### src/inc/swio_cmd_pkg.sv
/*
 * constants, enums and the byte carrier struct for the switching port command
 * handler; assumes ascii text lines ending in carriage return.
 */
package swio_cmd_pkg;

    // ==========================================================
    // byte stream carrier
    typedef struct packed {
        logic valid;
        logic [7:0] data;
    } byte_beat_t;

    // ==========================================================
    // port function and control states
    typedef enum logic [1:0] {
        FUNC_IN = 2'h0,
        FUNC_OUT = 2'h1,
        FUNC_PASSIVE = 2'h2
    } port_func_t;

    typedef enum logic [1:0] {
        ST_RECV = 2'h0,
        ST_PARSE = 2'h1,
        ST_SEND = 2'h3
    } ctl_state_t;

    localparam port_func_t FUNC_RESET = FUNC_PASSIVE;
    localparam logic [1:0] STATE_RESET = 2'h0;
    localparam int NUM_PORTS = 2;

    // ==========================================================
    // ascii characters
    localparam logic [7:0] CH_CR = 8'h0D;
    localparam logic [7:0] CH_SP = 8'h20;
    localparam logic [7:0] CH_O = 8'h4F;
    localparam logic [7:0] CH_A = 8'h41;
    localparam logic [7:0] CH_D = 8'h44;
    localparam logic [7:0] CH_F = 8'h46;
    localparam logic [7:0] CH_S = 8'h53;
    localparam logic [7:0] CH_I = 8'h49;
    localparam logic [7:0] CH_P = 8'h50;
    localparam logic [7:0] CH_Q = 8'h3F;
    localparam logic [7:0] CH_EQ = 8'h3D;
    localparam logic [7:0] CH_SEMI = 8'h3B;
    localparam logic [7:0] CH_0 = 8'h30;
    localparam logic [7:0] CH_1 = 8'h31;
    localparam logic [7:0] CH_2 = 8'h32;

    // ==========================================================
    // status codes
    localparam logic [1:0] STS_OK = 2'h0;
    localparam logic [1:0] STS_SYNTAX = 2'h1;
    localparam logic [1:0] STS_PARAM = 2'h2;
    localparam logic [1:0] STS_OTHER = 2'h3;

    // ==========================================================
    // line layout, shared by commands and query replies
    localparam int LINE_MAX = 16;
    localparam int REPLY_MAX = 13;
    localparam int POS_OP0 = 0;
    localparam int POS_OP1 = 1;
    localparam int POS_ARG = 2;
    localparam int POS_F1_S = 3;
    localparam int POS_F1_NUM = 4;
    localparam int POS_F1_EQ = 5;
    localparam int POS_F1_VAL = 6;
    localparam int POS_SEP = 7;
    localparam int POS_F2_S = 8;
    localparam int POS_F2_NUM = 9;
    localparam int POS_F2_EQ = 10;
    localparam int POS_F2_VAL = 11;
    localparam int POS_ACK_D0 = 3;
    localparam int POS_ACK_D1 = 4;
    localparam int POS_ACK_CR = 5;
    localparam logic [4:0] LEN_BARE = 5'h02;
    localparam logic [4:0] LEN_SHORT = 5'h03;
    localparam logic [4:0] LEN_ONE = 5'h07;
    localparam logic [4:0] LEN_TWO = 5'h0C;
    localparam logic [3:0] RLEN_NONE = 4'h0;
    localparam logic [3:0] RLEN_ACK = 4'h6;
    localparam logic [3:0] RLEN_QUERY = 4'hD;

endpackage

### src/design/swio_cmd.sv
/*
 * text command handler for two switching ports: state query, set,
 * activate, deactivate, function query and function configuration.
 * assumes the host sends one line at a time ending in carriage return
 * and only while line_ready is high; replies drain under reply_ready.
 */
// Function
// RL1 - state query answers one character per port, separated by semicolon
// RL2 - characters: 0 low, 1 high, I for input, P for passive
// RL3 - states are logical; inverted port drives pin low when high
// RL4 - query reports output states last set by commands
// RL5 - set command with optional port fields drives addressed outputs
// RL6 - set value aimed at a non-output port is ignored
// RL7 - host lists addressed ports in ascending order
// RL8 - set command answered with status 00, 01, 02 or 03; the code never answers 03
// RL9 - deactivate port 1 or 2 drives it inactive, no answer
// RL10 - host deactivates only ports configured as outputs
// RL11 - activate port 1 or 2 drives it active, no answer
// RL12 - each port holds function input, output or passive
// RL13 - output state holds until a later command addresses it
module swio_cmd
    import swio_cmd_pkg::*;
(
    input wire logic ref_clk,
    input wire logic sys_rst,
    input wire byte_beat_t line_in,
    output logic line_ready,
    output byte_beat_t reply_out,
    input wire logic reply_ready,
    input wire logic [NUM_PORTS-1:0] port_invert,
    output logic [NUM_PORTS-1:0] port_drive,
    output logic [NUM_PORTS-1:0] port_drive_en
);

    // ==========================================================
    // state
    ctl_state_t state_reg, state_next;
    logic [7:0] line_mem [0:LINE_MAX-1];
    logic [7:0] reply_mem [0:REPLY_MAX-1];
    logic [7:0] reply_next [0:REPLY_MAX-1];
    logic [4:0] len_reg;
    logic overflow_reg;
    logic [3:0] rlen_reg, rlen_next, idx_reg;
    logic [NUM_PORTS-1:0] out_state_reg, out_state_next;
    port_func_t func_reg [0:NUM_PORTS-1];
    port_func_t func_next [0:NUM_PORTS-1];
    logic line_ready_reg;
    byte_beat_t reply_reg;
    logic [NUM_PORTS-1:0] drive_reg, drive_en_reg;

    // ==========================================================
    // receive decode
    wire take = line_in.valid && line_ready_reg;
    wire take_cr = take && line_in.data == CH_CR;
    wire take_chr = take && line_in.data != CH_CR;
    wire has_room = len_reg < 5'(LINE_MAX);

    // ==========================================================
    // line parse
    wire op_o = line_mem[POS_OP0] == CH_O;
    wire is_state_cmd = op_o && line_mem[POS_OP1] == CH_A;
    wire is_deact_cmd = op_o && line_mem[POS_OP1] == CH_D;
    wire is_func_cmd = op_o && line_mem[POS_OP1] == CH_F;
    wire len_short = len_reg == LEN_SHORT;
    wire arg_q = len_short && line_mem[POS_ARG] == CH_Q;
    wire arg_1 = len_short && line_mem[POS_ARG] == CH_1;
    wire arg_2 = len_short && line_mem[POS_ARG] == CH_2;
    wire f1_form = line_mem[POS_ARG] == CH_SP
        && line_mem[POS_F1_S] == CH_S
        && line_mem[POS_F1_EQ] == CH_EQ;
    wire f1_one = line_mem[POS_F1_NUM] == CH_1;
    wire f1_two = line_mem[POS_F1_NUM] == CH_2;
    // second field only after port one: descending order is a syntax error
    wire fields_two = len_reg == LEN_TWO && f1_form && f1_one
        && line_mem[POS_SEP] == CH_SEMI
        && line_mem[POS_F2_S] == CH_S
        && line_mem[POS_F2_NUM] == CH_2
        && line_mem[POS_F2_EQ] == CH_EQ; // RL7
    wire fields_one = len_reg == LEN_ONE && f1_form && (f1_one || f1_two);
    wire fields_none = len_reg == LEN_BARE;
    wire syntax_ok = fields_none || fields_one || fields_two;
    wire p1_has = (fields_one && f1_one) || fields_two;
    wire p2_has = (fields_one && f1_two) || fields_two;
    wire [7:0] p1_val = line_mem[POS_F1_VAL];
    wire [7:0] p2_val = fields_two ? line_mem[POS_F2_VAL]
                                   : line_mem[POS_F1_VAL];
    wire [NUM_PORTS-1:0] has = {p2_has, p1_has};
    wire [7:0] val [0:NUM_PORTS-1];
    assign val[0] = p1_val;
    assign val[1] = p2_val;

    // a line that overflowed the buffer is dropped without a reply;
    // a line shorter than a command word leaves the last line in the
    // buffer, which must not run a second time
    wire valid_line = !overflow_reg && len_reg >= LEN_BARE;
    wire do_state_query = valid_line && is_state_cmd && arg_q;
    wire do_func_query = valid_line && is_func_cmd && arg_q;
    wire do_act = valid_line && is_state_cmd && (arg_1 || arg_2);
    wire do_deact = valid_line && is_deact_cmd && (arg_1 || arg_2);
    wire do_state_set = valid_line && is_state_cmd && !arg_q && !arg_1
        && !arg_2;
    wire do_func_set = valid_line && is_func_cmd && !arg_q;
    wire [NUM_PORTS-1:0] sel_port = {arg_2, arg_1};

    // ==========================================================
    // value checks
    logic [NUM_PORTS-1:0] bit_ok, func_ok;
    port_func_t func_val [0:NUM_PORTS-1];
    always_comb begin
        for (int i = 0; i < NUM_PORTS; i++) begin
            bit_ok[i] = !has[i] || val[i] == CH_0 || val[i] == CH_1;
            func_ok[i] = !has[i] || val[i] == CH_I || val[i] == CH_O
                || val[i] == CH_P;
            func_val[i] = val[i] == CH_I ? FUNC_IN
                        : val[i] == CH_O ? FUNC_OUT : FUNC_PASSIVE;
        end
    end
    wire [1:0] state_status = !syntax_ok ? STS_SYNTAX
                            : !(&bit_ok) ? STS_PARAM : STS_OK; // RL8
    wire [1:0] func_status = !syntax_ok ? STS_SYNTAX
                           : !(&func_ok) ? STS_PARAM : STS_OK;
    wire state_apply = do_state_set && state_status == STS_OK;
    wire func_apply = do_func_set && func_status == STS_OK;
    wire parse_now = state_reg == ST_PARSE;

    // ==========================================================
    // port updates
    always_comb begin
        out_state_next = out_state_reg; // RL13
        for (int i = 0; i < NUM_PORTS; i++) begin
            func_next[i] = func_reg[i];
            if (parse_now && func_reg[i] == FUNC_OUT) begin // RL6
                if (state_apply && has[i])
                    out_state_next[i] = val[i] == CH_1; // RL5
                if (do_act && sel_port[i])
                    out_state_next[i] = 1'b1; // RL11
                if (do_deact && sel_port[i])
                    out_state_next[i] = 1'b0; // RL9 RL10
            end
            if (parse_now && func_apply && has[i])
                func_next[i] = func_val[i]; // RL12
        end
    end

    // ==========================================================
    // reply build
    logic [7:0] qry_ch [0:NUM_PORTS-1];
    always_comb begin
        for (int i = 0; i < NUM_PORTS; i++) begin
            if (do_func_query)
                qry_ch[i] = func_reg[i] == FUNC_IN ? CH_I
                          : func_reg[i] == FUNC_OUT ? CH_O : CH_P;
            else if (func_reg[i] == FUNC_OUT)
                qry_ch[i] = out_state_reg[i] ? CH_1 : CH_0; // RL2 RL4
            else
                qry_ch[i] = func_reg[i] == FUNC_IN ? CH_I : CH_P; // RL2
        end
        for (int k = 0; k < REPLY_MAX; k++)
            reply_next[k] = CH_CR;
        reply_next[POS_OP0] = CH_O;
        reply_next[POS_OP1] = is_func_cmd ? CH_F : CH_A;
        rlen_next = RLEN_NONE;
        if (do_state_query || do_func_query) begin
            reply_next[POS_ARG] = CH_SP; // RL1
            reply_next[POS_F1_S] = CH_S;
            reply_next[POS_F1_NUM] = CH_1;
            reply_next[POS_F1_EQ] = CH_EQ;
            reply_next[POS_F1_VAL] = qry_ch[0];
            reply_next[POS_SEP] = CH_SEMI;
            reply_next[POS_F2_S] = CH_S;
            reply_next[POS_F2_NUM] = CH_2;
            reply_next[POS_F2_EQ] = CH_EQ;
            reply_next[POS_F2_VAL] = qry_ch[1];
            rlen_next = RLEN_QUERY;
        end else if (do_state_set || do_func_set) begin
            reply_next[POS_ARG] = CH_EQ; // RL8
            reply_next[POS_ACK_D0] = CH_0;
            reply_next[POS_ACK_D1] = CH_0
                | {6'h00, do_func_set ? func_status : state_status};
            reply_next[POS_ACK_CR] = CH_CR;
            rlen_next = RLEN_ACK;
        end
    end

    // ==========================================================
    // control flow
    wire last_sent = reply_ready && idx_reg == rlen_reg;
    always_comb begin
        case (state_reg)
            ST_RECV: state_next = take_cr ? ST_PARSE : ST_RECV;
            ST_PARSE: state_next = rlen_next != RLEN_NONE ? ST_SEND
                                                          : ST_RECV;
            ST_SEND: state_next = last_sent ? ST_RECV : ST_SEND;
            default: state_next = ST_RECV;
        endcase
    end

    always_ff @(posedge ref_clk or posedge sys_rst) begin
        if (sys_rst) begin
            state_reg <= ST_RECV;
            line_ready_reg <= 1'b0;
        end else begin
            state_reg <= state_next;
            line_ready_reg <= state_next == ST_RECV && !take_cr;
        end
    end

    // line buffer needs no reset; length gates every read
    always_ff @(posedge ref_clk) begin
        if (take_chr && has_room)
            line_mem[len_reg[3:0]] <= line_in.data;
        if (parse_now)
            reply_mem <= reply_next;
    end

    always_ff @(posedge ref_clk or posedge sys_rst) begin
        if (sys_rst) begin
            len_reg <= 5'h00;
            overflow_reg <= 1'b0;
        end else if (parse_now) begin
            len_reg <= 5'h00;
            overflow_reg <= 1'b0;
        end else if (take_chr) begin
            len_reg <= has_room ? len_reg + 5'h01 : len_reg;
            overflow_reg <= overflow_reg || !has_room;
        end
    end

    always_ff @(posedge ref_clk or posedge sys_rst) begin
        if (sys_rst) begin
            rlen_reg <= RLEN_NONE;
            idx_reg <= 4'h0;
            reply_reg <= '0;
        end else if (parse_now) begin
            rlen_reg <= rlen_next;
            idx_reg <= 4'h1;
            reply_reg <= '{valid: rlen_next != RLEN_NONE,
                           data: reply_next[POS_OP0]};
        end else if (state_reg == ST_SEND && reply_ready) begin
            idx_reg <= idx_reg + 4'h1;
            reply_reg <= '{valid: !last_sent, data: reply_mem[idx_reg]};
        end
    end

    // ==========================================================
    // ports and pins; pins follow state one cycle later
    always_ff @(posedge ref_clk or posedge sys_rst) begin
        if (sys_rst) begin
            out_state_reg <= {NUM_PORTS{STATE_RESET[0]}};
            func_reg <= '{NUM_PORTS{FUNC_RESET}};
            drive_reg <= '0;
            drive_en_reg <= '0;
        end else begin
            out_state_reg <= out_state_next;
            func_reg <= func_next;
            for (int i = 0; i < NUM_PORTS; i++) begin
                drive_reg[i] <= out_state_reg[i] ^ port_invert[i]; // RL3
                drive_en_reg[i] <= func_reg[i] == FUNC_OUT;
            end
        end
    end

    assign line_ready = line_ready_reg;
    assign reply_out = reply_reg;
    assign port_drive = drive_reg;
    assign port_drive_en = drive_en_reg;

endmodule

### config.mk
export PLATFORM = sky130hd
export DESIGN_NAME = swio_cmd
export DESIGN_NICKNAME = d
export VERILOG_FILES = /design/src/inc/swio_cmd_pkg.sv /design/src/design/swio_cmd.sv
export SDC_FILE = /design/constraint.sdc
export NUM_CORES = 1
export LEC_CHECK = 0
export BUFFER_PORTS_ARGS = -buffer_cell sky130_fd_sc_hd__buf_2
export CORE_UTILIZATION = 25
export CTS_CLUSTER_DIAMETER = 40
export DETAILED_ROUTE_END_ITERATION = 12
export SKIP_CTS_REPAIR_TIMING = 1
export SLEW_MARGIN = 15
export SYNTH_ARGS = -nofsm -noshare
export SYNTH_HDL_FRONTEND = slang
export SYNTH_SLANG_ARGS = --single-unit
export TNS_END_PERCENT = 30
### constraint.sdc
create_clock -name ref_clk -period 2.8 [get_ports ref_clk]
set_clock_uncertainty 0.05 [all_clocks]
set_input_delay 0.7 -clock ref_clk [delete_from_list [all_inputs] [get_ports ref_clk]]
set_output_delay 0.7 -clock ref_clk [all_outputs]
set_load 0.02 [all_outputs]
==> flow_summary.json <==
{
  "ios": 28,
  "path_clk_slew_ns": 0.07,
  "drv_slew": 0,
  "dp_slack_ns": 0.0330,
  "synth_top_family_by_area": "simple AND/OR/NAND/NOR gates",
  "max_freq_mhz": 385,
  "synth_top_area_cell": "edfxtp_1",
  "hold_viol_final": 0,
  "path_max_fanout": 6,
  "syn_nets": 528,
  "numCtsBuffers": 17,
  "netlist.area_leader.share": 0.544,
  "setup_viol": 0,
  "cts.sink_count": 156,
  "grt_max_degree": 35,
  "grt_pass1_wl_mm": 23.2,
  "cts_tree": "built",
  "status": "finished, violations left",
  "cts-root-buf": "clkbuf_16",
  "layout_setup_ws_ns": 0.201,
  "met2_usage": 0.178,
  "viasPerCell": 4.61,
  "ys.flop_type": "edfxtp_1",
  "place_congestion": 0.808,
  "clk_path_buf_depth": 2,
  "grt_use_met1": 0.147,
  "vias": 4207,
  "violations": "design-rule violations",
  "syn_area_mm2": 0.00673,
  "syn_inst": 508,
  "criticalPathCategory": "reg -> reg",
  "slew_headroom": 0.273,
  "die_x_um": 166,
  "synth_compound_area_frac": 0.0829,
  "die_y_um": 166,
  "cts_max_level": 4,
  "synth_fa_ha_area_frac": 0.0112,
  "fin_crit_sh": 0.928,
  "mostFrequentLayoutCells": "edfxtp_1 (122), nand2_1 (41), nor2_1 (33)",
  "synth_edf_count": 122,
  "synth_area_per_cell_um2": 13.3,
  "core_area_mm2": 0.0262,
  "rsz0062_at_grt": "false",
  "grt_pass1_vias": 4160,
  "routedWlPerCell_um": 15.9,
  "hpwl_mm": 10.0,
  "final_common_cell": "edfxtp_1",
  "postRouteAntennaNets": 0,
  "maxCapViolCount": 0,
  "largest_reg_flops": 96,
  "yosys_warnings": 0,
  "firstDrtPassIters": 11,
  "drt-total-wl_mm": 14.5,
  "synth_seq_cells": 156,
  "synthSimpleGateAreaFrac": 0.171,
  "numPortBuffers": 26,
  "start_kind": "register",
  "synthMuxAreaShare": 0.0279,
  "syn_to_final_growth_pct": 19.7,
  "p_total_w": 0.00636,
  "crit_path_end_kind": "register",
  "yosysSeqAreaShare": 0.671,
  "route.detailed.drc": 4,
  "rows": 59,
  "tns_ns": 0,
  "grt_usage": 0.110,
  "p_per_area_mw_per_mm2": 790,
  "power.leakage_nw": 2.87,
  "grt_most_used_layer": "met2",
  "cp.required_ns": 3.05,
  "grt.met3_usage": 0.0229,
  "crit_arrival_ns": 2.85,
  "synth_xor_area_frac": 0.0130,
  "async_reset_ff_frac": 0.218,
  "worstMarginPinSlew_ns": 1.08,
  "hp-class": "in -> async",
  "synth.area.top_cells": "edfxtp_1 (54%), dfrtp_1 (12%), nand2_1 (2.3%), nor2_1 (1.8%), mux2i_1 (1.8%)",
  "start_util": 0.257,
  "grt_antenna_before_repair": 0,
  "dieArea_mm2": 0.0276,
  "period_needed_ns": 2.60,
  "drt_iter0_markers": 294,
  "drive_gt1_frac": 0.187,
  "synth_cell_type_count": 70,
  "finalNetCount": 584,
  "n_antenna_cell": 0,
  "clk_latency_ns": 0.43,
  "ir_worst_vdd_uv": 337,
  "overflow": 0
}
power breakdown:
part | internal [W] | total, W | switching [W] | leakage (nW)
combinational | 0.000427 | 0.00108 | 0.000648 | 1.05
sequential | 0.00270 | 0.00287 | 0.000172 | 1.52
clock | 0.00137 | 0.00241 | 0.00104 | 0.303
Yosys cell counts (all sizes together), types with 2 or more instances:
library cell	count
o2111ai	2
nand4b	4
mux2i	12
or4	4
o221ai	3
nor4b	8
nor4bb	5
nand4	10
buf	5
nor2	33
o211ai	2
mux2	2
ha	6
a211oi	4
nand3	16
and4	5
o22a	2
nand2b	7
a21oi	19
clkinv	2
nor3	9
nand2	42
o21a	2
nor2b	11
inv	18
xor2	4
xnor2	6
or3	3
mux4	2
nor4	8
a31oi	9
o2111a	2
dfrtp	32
o21ai	25
and4b	3
nor3b	3
and2	11
edfxtp	122
o31a	3
and3	13
dfstp	2
clkbuf	12
layout make-up:
class | instances | area [µm²]
Fill cell | 2595 | 18100
Sequential cell | 156 | 4520
Multi-Input combinational cell | 315 | 2080
Clock buffer | 17 | 425
Tap cell | 335 | 419
Timing Repair Buffer | 54 | 344
Clock inverter | 15 | 195
Inverter | 20 | 76.3
logic make-up (layout without fill, tap and decap cells):
| logic type | after synthesis | in the layout |
|---|---|---|
| flops | 156 | 156 |
| mux | 16 | 16 |
| compound gates | 83 | 83 |
| xor+xnor | 10 | 10 |
| other cells | 1 | 1 |
| fa+ha+maj | 6 | 6 |
| buf+inv | 37 | 106 |
| simple gates | 199 | 199 |
critical path, stage by stage (launching register included):
cell and delay (ns):
dfrtp_2 0.44, inv_2 0.08, ha_2 0.19, nand2_1 0.06, or4_1 0.52, nor4_4 0.21, buf_4 0.19, o21a_1 0.15
o2111a_1 0.21, nand2_1 0.07, mux2_1 0.31
metrics by stage:
stage               cell area, µm²  std cells  utilization  hold slack, ns
detailed placement            7390        877        0.282           0.429
floorplan                     6730        508            -           0.409
global placement              7390        877        0.282           0.426
finish                        8060        912        0.307           0.326
CTS                           8010        909        0.306           0.336
global route                  8060        912        0.307           0.374
routing by layer:
metal  wire length [µm]  up-vias  part of all wire
li1                   -     2049                 -
met1               6890     2042              0.48
met2               6910      103              0.48
met3                577       13             0.040
met4                122        0            0.0084
met5                  0        -                 0
worst paths after layout:
kind	start	to	slack (ns)	cells after the start
worst max-delay path	len_reg[1]$_DFFE_PP0P_	func_reg[2]$_DFFE_PP0P_	0.20	10
worst min-delay path	sys_rst	rlen_reg[2]$_DFFE_PP0P_	0.33	3
worst max register to register	len_reg[1]$_DFFE_PP0P_	func_reg[2]$_DFFE_PP0P_	0.20	10
worst min register to register	reply_out[5]$_DFFE_PP0P_	reply_out[5]$_DFFE_PP0P_	0.44	2
max in group asynchronous	sys_rst	func_reg[1]$_DFFE_PP1P_	2.02	3
min in group ref_clk	port_invert[0]	port_drive[0]$_DFF_PP0_	0.41	2
No activity file was read; power rests on OpenSTA's default activity.
